<file path="src/inc/tms_defines.svh">
`ifndef TMS_DEFINES_SVH
`define TMS_DEFINES_SVH

// ==========================================================================
// clock and strobe timing
// ==========================================================================
`define TMS_CLK_PERIOD_NS 100
`define TMS_HIT_PULSE_NS 2000000
`define TMS_DONE_PULSE_NS 4000000
`define TMS_SETTLE_CYCLES 4
`define TMS_SETTLE_MIN 3

// ==========================================================================
// matrix geometry and reset values
// ==========================================================================
`define TMS_NUM_COLS 16
`define TMS_NUM_ROWS 8
`define TMS_LAST_COL 4'hF
`define TMS_FIRST_ROW 3'h7
`define TMS_LAST_ROW 3'h0
`define TMS_COL_RESET 4'h0
`define TMS_ROW_RESET 3'h0
`define TMS_DRIVE_IDLE 16'hFFFF

`endif

</file>
<file path="src/inc/tms_pkg.sv">
`default_nettype none
package tms_pkg;

    typedef enum logic [2:0] {
        ST_IDLE = 3'b000,
        ST_SETTLE = 3'b001,
        ST_SAMPLE = 3'b010,
        ST_HIT = 3'b011,
        ST_GAP = 3'b100,
        ST_DONE = 3'b101
    } tms_state_type;

    typedef struct packed {
        logic [3:0] col;
        logic [2:0] row;
    } tms_pos_type;

    typedef struct packed {
        tms_state_type state;
        tms_pos_type pos;
        tms_pos_type code;
        logic [15:0] cnt;
        logic [7:0] sense_meta;
        logic [7:0] sense_sync;
        logic cont_meta;
        logic cont_sync;
        logic [15:0] drive;
        logic hit;
        logic done;
    } tms_regs_type;

endpackage
`default_nettype wire

</file>
<file path="src/rtl/tms_scan.sv">
// Contract
// - rightmost column wins over columns left
// - upper row wins over rows below
// - column compared first, row breaks ties
// - one hit strobe per pressed key
// - scan cycle finishes within 64 ms while at most 31 keys are touched
// - 4-bit column code, latest touched column
// - 3-bit row code, latest touched row
// - 2 ms positive hit strobe per touch
// - 4 ms positive done strobe per scan
`timescale 1ns/100ps
`default_nettype none
`include "tms_defines.svh"

module tms_scan #(
    parameter int HIT_CYCLES = `TMS_HIT_PULSE_NS / `TMS_CLK_PERIOD_NS,
    parameter int DONE_CYCLES = `TMS_DONE_PULSE_NS / `TMS_CLK_PERIOD_NS,
    parameter int SETTLE_CYCLES = `TMS_SETTLE_CYCLES
) (
    input wire logic I_CLK_SYS,
    input wire logic I_RST,
    input wire logic [7:0] I_ROW_SENSE,
    input wire logic I_CONTINUOUS_SCAN_N,
    output logic [15:0] O_COL_DRIVE,
    output logic [3:0] O_COLUMN_CODE_OUT,
    output logic [2:0] O_ROW_CODE_OUT,
    output logic O_HIT_STROBE,
    output logic O_SCAN_DONE
);
    import tms_pkg::*;

    // ======================================================================
    // timing loads
    // ======================================================================
    // the sense synchroniser needs three edges after a drive change;
    // a shorter settle would sample the rows of the previous column
    localparam int SETTLE_USED =
        (SETTLE_CYCLES < `TMS_SETTLE_MIN) ? `TMS_SETTLE_MIN : SETTLE_CYCLES;
    // one 16-bit counter times every wait: longer pulses would wrap
    localparam logic [15:0] HIT_LOAD = 16'(HIT_CYCLES - 1);
    localparam logic [15:0] DONE_LOAD = 16'(DONE_CYCLES - 1);
    localparam logic [15:0] SETTLE_LOAD = 16'(SETTLE_USED - 1);

    // ======================================================================
    // reset image
    // ======================================================================
    // idle with every column driven, codes cleared, no strobe
    localparam tms_regs_type REGS_RESET = '{
        state: ST_IDLE,
        pos: '{
            col: `TMS_COL_RESET,
            row: `TMS_ROW_RESET
        },
        code: '{
            col: `TMS_COL_RESET,
            row: `TMS_ROW_RESET
        },
        cnt: 16'h0000,
        sense_meta: 8'h00,
        sense_sync: 8'h00,
        cont_meta: 1'b1,
        cont_sync: 1'b1,
        drive: `TMS_DRIVE_IDLE,
        hit: 1'b0,
        done: 1'b0
    };

    tms_regs_type r_q;
    tms_regs_type r_d;

    // ======================================================================
    // wait counter
    // ======================================================================
    // stops at zero, so an idle count never wraps into a false wait
    function automatic logic [15:0] count_down(input logic [15:0] c);
        return (c == 16'h0000) ? c : c - 16'h0001;
    endfunction

    // ======================================================================
    // scan walk
    // ======================================================================
    // walk lowest priority first so the last touch latched is the winner:
    // columns left to right, rows bottom to top inside a column
    // each column opens with a settle wait, bottom row first
    function automatic tms_regs_type start_column(input tms_regs_type r,
        input logic [3:0] col);
        tms_regs_type n;
        n = r;
        n.pos.col = col;
        n.pos.row = `TMS_FIRST_ROW;
        n.state = ST_SETTLE;
        n.cnt = SETTLE_LOAD;
        return n;
    endfunction

    function automatic tms_regs_type step_on(input tms_regs_type r);
        tms_regs_type n;
        n = r;
        if (r.pos.row == `TMS_LAST_ROW) begin
            if (r.pos.col == `TMS_LAST_COL) begin
                n.state = ST_DONE;
                n.cnt = DONE_LOAD;
            end else begin
                n = start_column(r, r.pos.col + 4'h1);
            end
        end else begin
            n.pos.row = r.pos.row - 3'h1;
            n.state = ST_SAMPLE;
        end
        return n;
    endfunction

    // idle wakes on a touched row or a held continuous-scan request
    function automatic logic wake_up(input tms_regs_type r);
        return (|r.sense_sync) || !r.cont_sync;
    endfunction

    // the row sense bit index equals the row code
    function automatic logic touched(input tms_regs_type r);
        return r.sense_sync[r.pos.row];
    endfunction

    // ======================================================================
    // column drive
    // ======================================================================
    // one column at a time outside idle, all of them only while idle
    function automatic logic [15:0] col_drive(input tms_state_type st,
        input logic [3:0] col);
        logic [15:0] d;
        if (st == ST_IDLE) begin
            d = `TMS_DRIVE_IDLE;
        end else begin
            d = 16'h0001 << col;
        end
        return d;
    endfunction

    // ======================================================================
    // next state
    // ======================================================================
    always_comb begin
        r_d = r_q;
        // two-flop synchronisers for the row sense lines and the scan request
        r_d.sense_meta = I_ROW_SENSE;
        r_d.sense_sync = r_q.sense_meta;
        r_d.cont_meta = I_CONTINUOUS_SCAN_N;
        r_d.cont_sync = r_q.cont_meta;

        r_d.cnt = count_down(r_q.cnt);

        unique case (r_q.state)
            ST_IDLE: begin
                // all columns driven: any touch shows on some row
                if (r_q.cnt == 16'h0000 && wake_up(r_q)) begin
                    r_d = start_column(r_d, `TMS_COL_RESET);
                end
            end
            ST_SETTLE: begin
                // wait out the two-stage sense synchroniser after a drive change
                if (r_q.cnt == 16'h0000) begin
                    r_d.state = ST_SAMPLE;
                end
            end
            ST_SAMPLE: begin
                // later latches overwrite earlier ones: the last one wins
                if (touched(r_q)) begin
                    r_d.code = r_q.pos;
                    r_d.state = ST_HIT;
                    r_d.cnt = HIT_LOAD;
                end else begin
                    r_d = step_on(r_d);
                end
            end
            ST_HIT: begin
                // sense is not looked at while the strobe stands
                if (r_q.cnt == 16'h0000) begin
                    r_d.state = ST_GAP;
                end
            end
            ST_GAP: begin
                // one low cycle keeps back-to-back hits countable
                r_d = step_on(r_d);
            end
            ST_DONE: begin
                // codes now name the winner of the whole scan
                if (r_q.cnt == 16'h0000) begin
                    r_d.state = ST_IDLE;
                    r_d.cnt = SETTLE_LOAD;
                end
            end
            default: begin
                r_d.state = ST_IDLE;
                r_d.cnt = SETTLE_LOAD;
            end
        endcase

        // drive and strobes load from the next state, so they switch on the
        // same edge as the state and reach the host without glitches
        r_d.drive = col_drive(r_d.state, r_d.pos.col);
        r_d.hit = (r_d.state == ST_HIT);
        r_d.done = (r_d.state == ST_DONE);
    end

    // ======================================================================
    // state register
    // ======================================================================
    always_ff @(posedge I_CLK_SYS or posedge I_RST) begin
        if (I_RST) begin
            r_q <= REGS_RESET;
        end else begin
            r_q <= r_d;
        end
    end

    // ======================================================================
    // outputs
    // ======================================================================
    // every output is a flop: the strobes serve as clean interrupts
    assign O_COL_DRIVE = r_q.drive;
    assign O_COLUMN_CODE_OUT = r_q.code.col;
    assign O_ROW_CODE_OUT = r_q.code.row;
    assign O_HIT_STROBE = r_q.hit;
    assign O_SCAN_DONE = r_q.done;

endmodule // tms_scan

`default_nettype wire

</file>
<file path="config.mk">
export PLATFORM = sky130hd
export DESIGN_NAME = tms_scan
export DESIGN_NICKNAME = d
export VERILOG_FILES = /design/src/inc/tms_pkg.sv /design/src/rtl/tms_scan.sv
export VERILOG_INCLUDE_DIRS = /design/src /design/src/inc
export SDC_FILE = /design/constraint.sdc
export NUM_CORES = 1
export LEC_CHECK = 0
export ABC_AREA = 1
export BUFFER_PORTS_ARGS = -buffer_cell sky130_fd_sc_hd__buf_2
export CORE_UTILIZATION = 40
export CTS_CLUSTER_SIZE = 40
export DETAILED_ROUTE_END_ITERATION = 6
export PLACE_DENSITY_LB_ADDON = 0.15
export SLEW_MARGIN = 10
export SYNTH_ARGS = -nofsm -noshare
export SYNTH_HDL_FRONTEND = slang
export SYNTH_SLANG_ARGS = --single-unit
</file>
<file path="constraint.sdc">
create_clock -name I_CLK_SYS -period 2.5 [get_ports I_CLK_SYS]
set_clock_uncertainty 0.05 [all_clocks]
set_input_delay 0.5 -clock I_CLK_SYS [delete_from_list [all_inputs] [get_ports I_CLK_SYS]]
set_output_delay 0.5 -clock I_CLK_SYS [all_outputs]
set_load 0.005 [all_outputs]
</file>
# Word level (Yosys, flattened, before mapping)
# Index checks and enable logic that the tools add are counted.
# W data, S select, Z words.
[word_totals] reg_bits=69 inputBits=11 out_inout_bits=25 wordCells=66
[classes] addsub=3 magnitude_cmp=1 eq_ne=10 shifts=1 muxes=24 n_bitwise=1 reduce_logical=13
[ops] op="$pmux W36 S3" count=1
[ops] op="$pmux W16 S5" count=1
[ops] op="$mux W69" count=1
[ops] op="$mux W16" count=4
[ops] op="$mux W59" count=1
[ops] op="$pmux W14 S3" count=1
[ops] op="$mux W36" count=1
[ops] op="$mux W23" count=1
[ops] op="$mux W3" count=7
[ops] op="$pmux W3 S6" count=1
[ops] op="$logic_not A16 Y1" count=1
[ops] op="$shl A1 B4 Y16 const A" count=1
[ops] op="$sub A16 B1 Y16 const B" count=1
[ops] op="$mux W14" count=1
[ops] op="$eq A3 B2 Y1 const B" count=3
[ops] op="$eq A3 B3 Y1 const B" count=3
[ops] op="$logic_not A3 Y1" count=3
[ops] op="$reduce_or A8 Y1" count=1
[ops] op="$mux W7" count=1
[ops] op="$add A4 B1 Y4 const B" count=1
[ops] op="$eq A4 B4 Y1 const B" count=1
[ops] op="$lt A3 B4 Y1 const B" count=1
[ops] op="$mux W4" count=1
[ops] op="$ne A2 B2 Y1 const B" count=2
[ops] op="other kinds (13)" count=13

# Longest topological paths before layout
# Gate-level depths: netlist of run 1.
[depth] depth_word=7 ltp_mapped=14 depth_no_buf=13

# Least setup slack after synthesis of run 1
# Ideal clock, no wire load.
[synth_timing] path_kind="register -> register" from="register r_q[36] in the netlist's numbering" to="register r_q, in the netlist O_COL_DRIVE[7]" arrival_time_ns=1.871 path_slack_ns=0.518 path_stages_with_launch=14 path_buffers=1 synth_period_minus_slack_ns=1.982 cell_sequence="dfrtp_1 inv_1 ha_1 nand2_2 nor2_4 nand2_2 nor3_4 nand2_4 nand2_2 o21ai_2 nor3_4 nand3_4 buf_6 nand2_2"
[synth_lines] element="start: declaration" line_no="tms_scan.sv:68" source="tms_regs_type r_q;"
[synth_lines] element="start signal: assignment" line_no="tms_scan.sv:211" source="r_q <= r_d;"

==> results of run 1 <==
==> state kept, by name, summed over array words and instances, names as in the netlist <==
signal / count
O_COLUMN_CODE_OUT: 4
r_q: 44
O_ROW_CODE_OUT: 3
O_COL_DRIVE: 16
O_SCAN_DONE: 1
O_HIT_STROBE: 1
==> cells in the mapped netlist <==
| cell type | instances | area [um2] |
|---|---|---|
| nor2_1 | 36 | 135 |
| xor2_1 | 9 | 78.8 |
| nor4_1 | 1 | 6.26 |
| nand2_4 | 4 | 45.0 |
| buf_4 | 24 | 180 |
| a2bb2oi_1 | 1 | 8.76 |
| dfrtp_1 | 51 | 1280 |
| nand3_1 | 33 | 165 |
| a31oi_1 | 2 | 12.5 |
| o2111ai_1 | 1 | 8.76 |
| a22o_1 | 1 | 8.76 |
| o21ai_4 | 1 | 16.3 |
| clkbuf_1 | 1 | 3.75 |
| a32oi_1 | 1 | 8.76 |
| nand4_2 | 1 | 12.5 |
| nand3b_1 | 1 | 7.51 |
| o21ai_0 | 20 | 100 |
| buf_2 | 2 | 10.0 |
| nand2_1 | 77 | 289 |
| nand2_2 | 20 | 125 |
| nor2_2 | 8 | 50.1 |
| nor3_1 | 7 | 35.0 |
| inv_2 | 13 | 48.8 |
| nor3_4 | 3 | 48.8 |
| ha_1 | 5 | 62.6 |
| dfstp_2 | 18 | 473 |
| a21oi_1 | 6 | 30.0 |
| a21oi_2 | 1 | 8.76 |
| o21ai_2 | 3 | 26.3 |
| buf_6 | 1 | 11.3 |
| nor2_4 | 2 | 22.5 |
| a22oi_1 | 1 | 7.51 |
| inv_1 | 42 | 158 |
| or2_2 | 1 | 6.26 |
| o211a_2 | 1 | 10.0 |
| or3_1 | 1 | 6.26 |
| o22ai_1 | 1 | 6.26 |
| nand3_4 | 1 | 17.5 |
| nand3_2 | 5 | 50.1 |
| nor2_8 | 2 | 40.0 |
| nand4_1 | 20 | 125 |
==> cell type report <==
cell class | count | area, um2
timing repair buffer | 46 | 270
clock inverter | 6 | 45.0
tap | 108 | 135
multi-input combinational | 277 | 1590
inverter | 55 | 206
fill | 863 | 4760
sequential | 69 | 1750
clock buffer | 10 | 138
==> worst max-delay path: cells and delay by family (launching register included) <==
family          cells  cell delay (ps)
buf+inv             3              340
compound gates      1              240
fa+ha+maj           1              200
flops               1              400
simple gates        7              990
==> repair_timing <==
item	4_1_cts	5_1_grt
resized for setup	0	2
buffers inserted	0	2
endpoints found under the setup margin	0	6
endpoints found under the hold margin	0	0
==> stage by stage <==
step                      instances  hold WS, ps  worst slack (ps)  utilization, %
after floorplan                 429          281               240               -
after CTS                       569          160               120            46.2
final                           571          167               238            46.5
after global placement          553          285               187            44.2
after detailed placement        553          285               126            44.2
after global routing            571          158              55.7            46.5
==> routing by layer <==
layer | share of wire, % | up-vias | routed length (um) | global-route usage [%]
met3 | 3.3 | 13 | 258 | 4.04
met2 | 46 | 52 | 3590 | 26.7
li1 | - | 1430 | - | -
met1 | 49 | 1377 | 3850 | 23.6
met5 | 0 | - | 0 | 0
met4 | 1.8 | 0 | 144 | 7.46
==> cells by family after synthesis <==
family                   count (synthesis)  synth area share, %
AND/OR/NAND/NOR                        223                 31.7
buffers and inverters                   83                 11.0
flip-flops                              69                 46.7
AO/OA/AOI/OAI                           40                 6.75
XOR/XNOR                                 9                 2.11
adder cells (fa/ha/maj)                  5                 1.67
==> power groups by stage <==
stage	Clock (mW)	Sequential [mW]	Combinational [mW]
3_3_place_gp	0	1.76	1.70
5_1_grt	0.932	1.78	2.00
2_1_floorplan	0	1.69	1.45
4_1_cts	0.884	1.74	1.73
3_5_place_dp	0	1.76	1.72
6_report	0.850	1.75	1.75
==> path summary, 6_finish.rpt <==
kind	startpoint	to	slack [ps]	depth (start not counted)
min in group I_CLK_SYS	I_ROW_SENSE[7]	r_q[35]	190	1
max	r_q[36]	O_COL_DRIVE[2]	240	12
max in group asynchronous	I_RST	O_COL_DRIVE[4]	1920	3
max reg2reg	r_q[36]	O_COL_DRIVE[2]	240	12
min	I_RST	r_q[59]	170	3
min reg2reg	r_q[29]	r_q[21]	300	0
==> impl_metrics.py, run 1 <==
metrics = {
    "outcome": {
        "status": "finished clean",
    },
    "yosys": {
        "seq_area_frac_synth_pct": 46.7,
        "synth.distinct_cells": 41,
        "ys_ff_latch": 69,
        "syn_nets": 445,
        "yosysWarnings": 0,
        "synth_area_um2": 3740,
        "syn_avg_cell_area_um2": 8.72,
        "syn_inst": 429,
    },
    "critical_path": {
        "arrival_ps": 2490,
        "max_stage_delay_ps": 400,
        "critPathMaxFanout": 16,
        "critical-path-slowest-cell": "dfrtp_1",
        "path_cells": "inv_1 -> ha_1 -> nand2_2 -> nor2_4 -> nand3_2 -> nor2_8 -> buf_4 -> inv_2 -> nand3_1 -> o211a_2 -> nand3_4 -> nand2_1",
        "crit_type": "reg -> reg",
        "required_ps": 2730,
        "critPathCaptureType": "flop",
        "start_kind": "flop",
    },
    "power_and_ir_drop": {
        "switching_share_pct": 42.3,
        "intPower_mw": 2.51,
        "switching_power_mw": 1.84,
        "p_total_mw": 4.35,
        "power-per-cell-area_nw_per_um2": 1050,
        "p_seq_share_pct": 40.2,
        "ir_worst_vdd_mv": 0.411,
        "p_leak_nw": 2.10,
        "p_clk_share_pct": 19.5,
        "combPwrFrac_pct": 40.3,
    },
    "global_routing": {
        "antenna_found_initial": 0,
        "groute.usage.overall_pct": 17.4,
        "overflow": 0,
        "grt_pass1_wl_mm": 13.2,
        "grt_pass1_vias": 2708,
        "grt_max_degree": 70,
    },
    "min_path": {
        "hp-class": "in -> async",
    },
    "layout": {
        "layout_commonest_cell": "nand2_1",
        "area_growth_pct": 10.4,
        "insertedDiodeCount": 0,
        "drive_above_1_share_pct": 32.0,
        "layout_common_cells": "77 x nand2_1, 51 x dfrtp_1, 41 x inv_1",
        "nets": 474,
        "final_area_um2": 4130,
    },
    "place": {
        "gp_congestion": 0.839,
        "portBuffers": 35,
        "place_area_um2": 3930,
        "hpwl_mm": 5.80,
    },
    "detailed_routing": {
        "dr.first_iter.drc_count": 109,
        "drtPass1Iterations": 4,
        "detail_route.wirelength_mm": 7.84,
        "route.detailed.wl_per_inst_um": 13.7,
        "drc_errors": 0,
        "routed-via-count": 2872,
        "viasPerCell": 5.03,
        "postRouteAntennaNets": 0,
    },
    "clock_network": {
        "cts_root_buffer": "clkbuf_8",
        "cts_sinks": 69,
        "clock_path_buffers": 2,
        "cts_tree": "yes",
        "clk_latency_ps": 350,
        "holdBufCountCts": 0,
        "numCtsBuffers": 9,
        "clk_transition_reported_paths_ps": 90,
        "htreeDepth": 3,
    },
    "sta": {
        "slew_viol_final": 0,
        "setup_violations": 0,
        "timing_hold_violations_final": 0,
        "max_freq_ghz": 0.442,
        "post-route-min-period_ps": 2260,
        "slew_headroom_pct": 73.3,
        "worst_pin_slew_ps": 399,
        "fin_tns_setup_ps": 0,
        "rsz0062_at_grt": "no",
        "post-route-period-util_pct": 90.5,
    },
    "die": {
        "die_y_um": 98.7,
        "rows": 34,
        "die_width_um": 98.7,
        "start_util_pct": 42.1,
        "core_area_um2": 8890,
        "ioPinCount": 36,
        "die_area_um2": 9750,
    },
    "run": {
        "drv_cap": 0,
    },
}
No activity file was read; power rests on OpenSTA's default activity.
==> run 2: changes to the inputs <==
PLACE_DENSITY_LB_ADDON = not set   (was 0.15)
==> impl_metrics.py, run 2 (synthesized netlist as in run 1, its figures left out) <==
metrics = {
    "outcome": {
        "status": "finished clean",
    },
    "critical_path": {
        "max_stage_delay_ps": 400,
        "critPathMaxFanout": 8,
        "critPathCaptureType": "flop",
        "r2r_setup_slack_ps": 200,
        "start_kind": "flop",
        "arrival_ps": 2530,
        "crit_top_cell": "nand2_2",
        "critical-path-slowest-cell": "dfrtp_1",
        "path_cells": "inv_1 -> ha_1 -> nand2_2 -> nor2_4 -> nand3_2 -> nor2_8 -> nand2_4 -> nand2_2 -> a21oi_1 -> nor2_2 -> nand4_1 -> nand2_1",
        "crit_type": "reg -> reg",
        "required_ps": 2730,
    },
    "layout": {
        "layout_common_cells": "77 x nand2_1, 51 x dfrtp_1, 40 x inv_1",
        "nets": 469,
        "regMostFlops": "r_q",
        "largest_reg_flops": 44,
        "layout_commonest_cell": "nand2_1",
        "postLayoutCoreUtil_pct": 46.5,
        "insertedDiodeCount": 0,
        "fill_cells": 862,
        "drive_above_1_share_pct": 31.4,
        "area_growth_pct": 10.5,
        "final_area_um2": 4130,
    },
    "detailed_routing": {
        "viasPerCell": 4.98,
        "postRouteAntennaNets": 0,
        "route.detailed.wl_per_inst_um": 13.2,
        "detail_route.wirelength_mm": 7.49,
        "drc_errors": 0,
        "drtPass1Iterations": 4,
        "dr.first_iter.drc_count": 193,
        "routed-via-count": 2816,
    },
    "global_routing": {
        "groute.usage.overall_pct": 16.9,
        "overflow": 0,
        "grt_pass1_wl_mm": 12.9,
        "grt_pass1_vias": 2705,
        "grt_max_degree": 40,
        "antenna_found_initial": 0,
    },
    "sta": {
        "slew_headroom_pct": 69.7,
        "timing_hold_violations_final": 0,
        "fin_tns_setup_ps": 0,
        "max_freq_ghz": 0.434,
        "post-route-min-period_ps": 2300,
        "worst_pin_slew_ps": 452,
        "setup_violations": 0,
        "rsz0062_at_grt": "no",
        "slew_viol_final": 0,
        "post-route-period-util_pct": 92.2,
    },
    "die": {
        "die_area_um2": 9750,
        "die_y_um": 98.7,
        "rows": 34,
        "ioPinCount": 36,
        "start_util_pct": 42.1,
        "core_area_um2": 8890,
        "die_width_um": 98.7,
    },
    "clock_network": {
        "clock_path_buffers": 2,
        "holdBufCountCts": 0,
        "clk_transition_reported_paths_ps": 70,
        "cts_root_buffer": "clkbuf_8",
        "cts_sinks": 69,
        "clk_latency_ps": 340,
        "numCtsBuffers": 9,
        "htreeDepth": 3,
        "cts_tree": "yes",
    },
    "power_and_ir_drop": {
        "p_leak_nw": 2.09,
        "power-per-cell-area_nw_per_um2": 1080,
        "ir_worst_vdd_mv": 0.437,
    },
    "min_path": {
        "hp-class": "in -> async",
    },
    "place": {
        "gp_congestion": 0.911,
        "portBuffers": 35,
        "hpwl_mm": 5.68,
        "place_area_um2": 3900,
    },
    "run": {
        "drv_cap": 0,
    },
}
## run 2: cell type report
class                           count  area, um2  share of cell area, %
Tap cell                          108        135                   3.27
Multi-Input combinational cell    277       1590                   38.5
Inverter                           55        210                   5.08
Timing Repair Buffer               41        233                   5.63
Sequential cell                    69       1750                   42.3
Clock inverter                      7       90.1                   2.18
Clock buffer                        9        124                   3.00
## run 2: what timing repair did
item | in CTS | in global routing
resized for setup | 0 | 4
setup buffers | 0 | 1
endpoints found under the setup margin | 0 | 18
## run 2: power breakdown
group          leakage (nW)  switching, mW  internal, mW
Combinational          1.18           1.09         0.634
Sequential            0.799          0.281          1.47
Clock                 0.107          0.414         0.556
## run 2: metrics by stage
step / total power, mW / instances / setup WS (ps) / hold WS, ps
6_report: 4.45 / 566 / 196 / 135
3_5_place_dp: 3.46 / 549 / 87.8 / 285
4_1_cts: 4.46 / 565 / 64.3 / 128
3_3_place_gp: 3.44 / 549 / 110 / 284
2_1_floorplan: 3.14 / 429 / 240 / 281
5_1_grt: 4.82 / 566 / 10.9 / 133
## run 2: worst paths after layout
kind / start / end / depth (start not counted)
min: I_RST / O_COLUMN_CODE_OUT[0] / 3
max: r_q[36] / O_COL_DRIVE[2] / 12
max reg2reg: r_q[36] / O_COL_DRIVE[2] / 12
min in group I_CLK_SYS: I_ROW_SENSE[4] / r_q[32] / 1
min reg2reg: r_q[29] / r_q[21] / 0
max in group asynchronous: I_RST / O_COL_DRIVE[0] / 3
## run 2: worst max-delay path: cells and delay by family (launching register included)
family	cells	cell delay, ps
adder cells (fa/ha/maj)	1	200
AO/OA/AOI/OAI	1	90
flip-flops	1	400
AND/OR/NAND/NOR	9	1400
buffers and inverters	1	100
## run 2: metal layers
| metal | GRT usage [%] | part of all wire [%] | wire length, um |
|---|---|---|---|
| met5 | 0 | 0 | 0 |
| met4 | 5.97 | 1.5 | 110 |
| met3 | 4.04 | 5.5 | 415 |
| met2 | 25.8 | 45 | 3400 |
| met1 | 23.4 | 48 | 3570 |
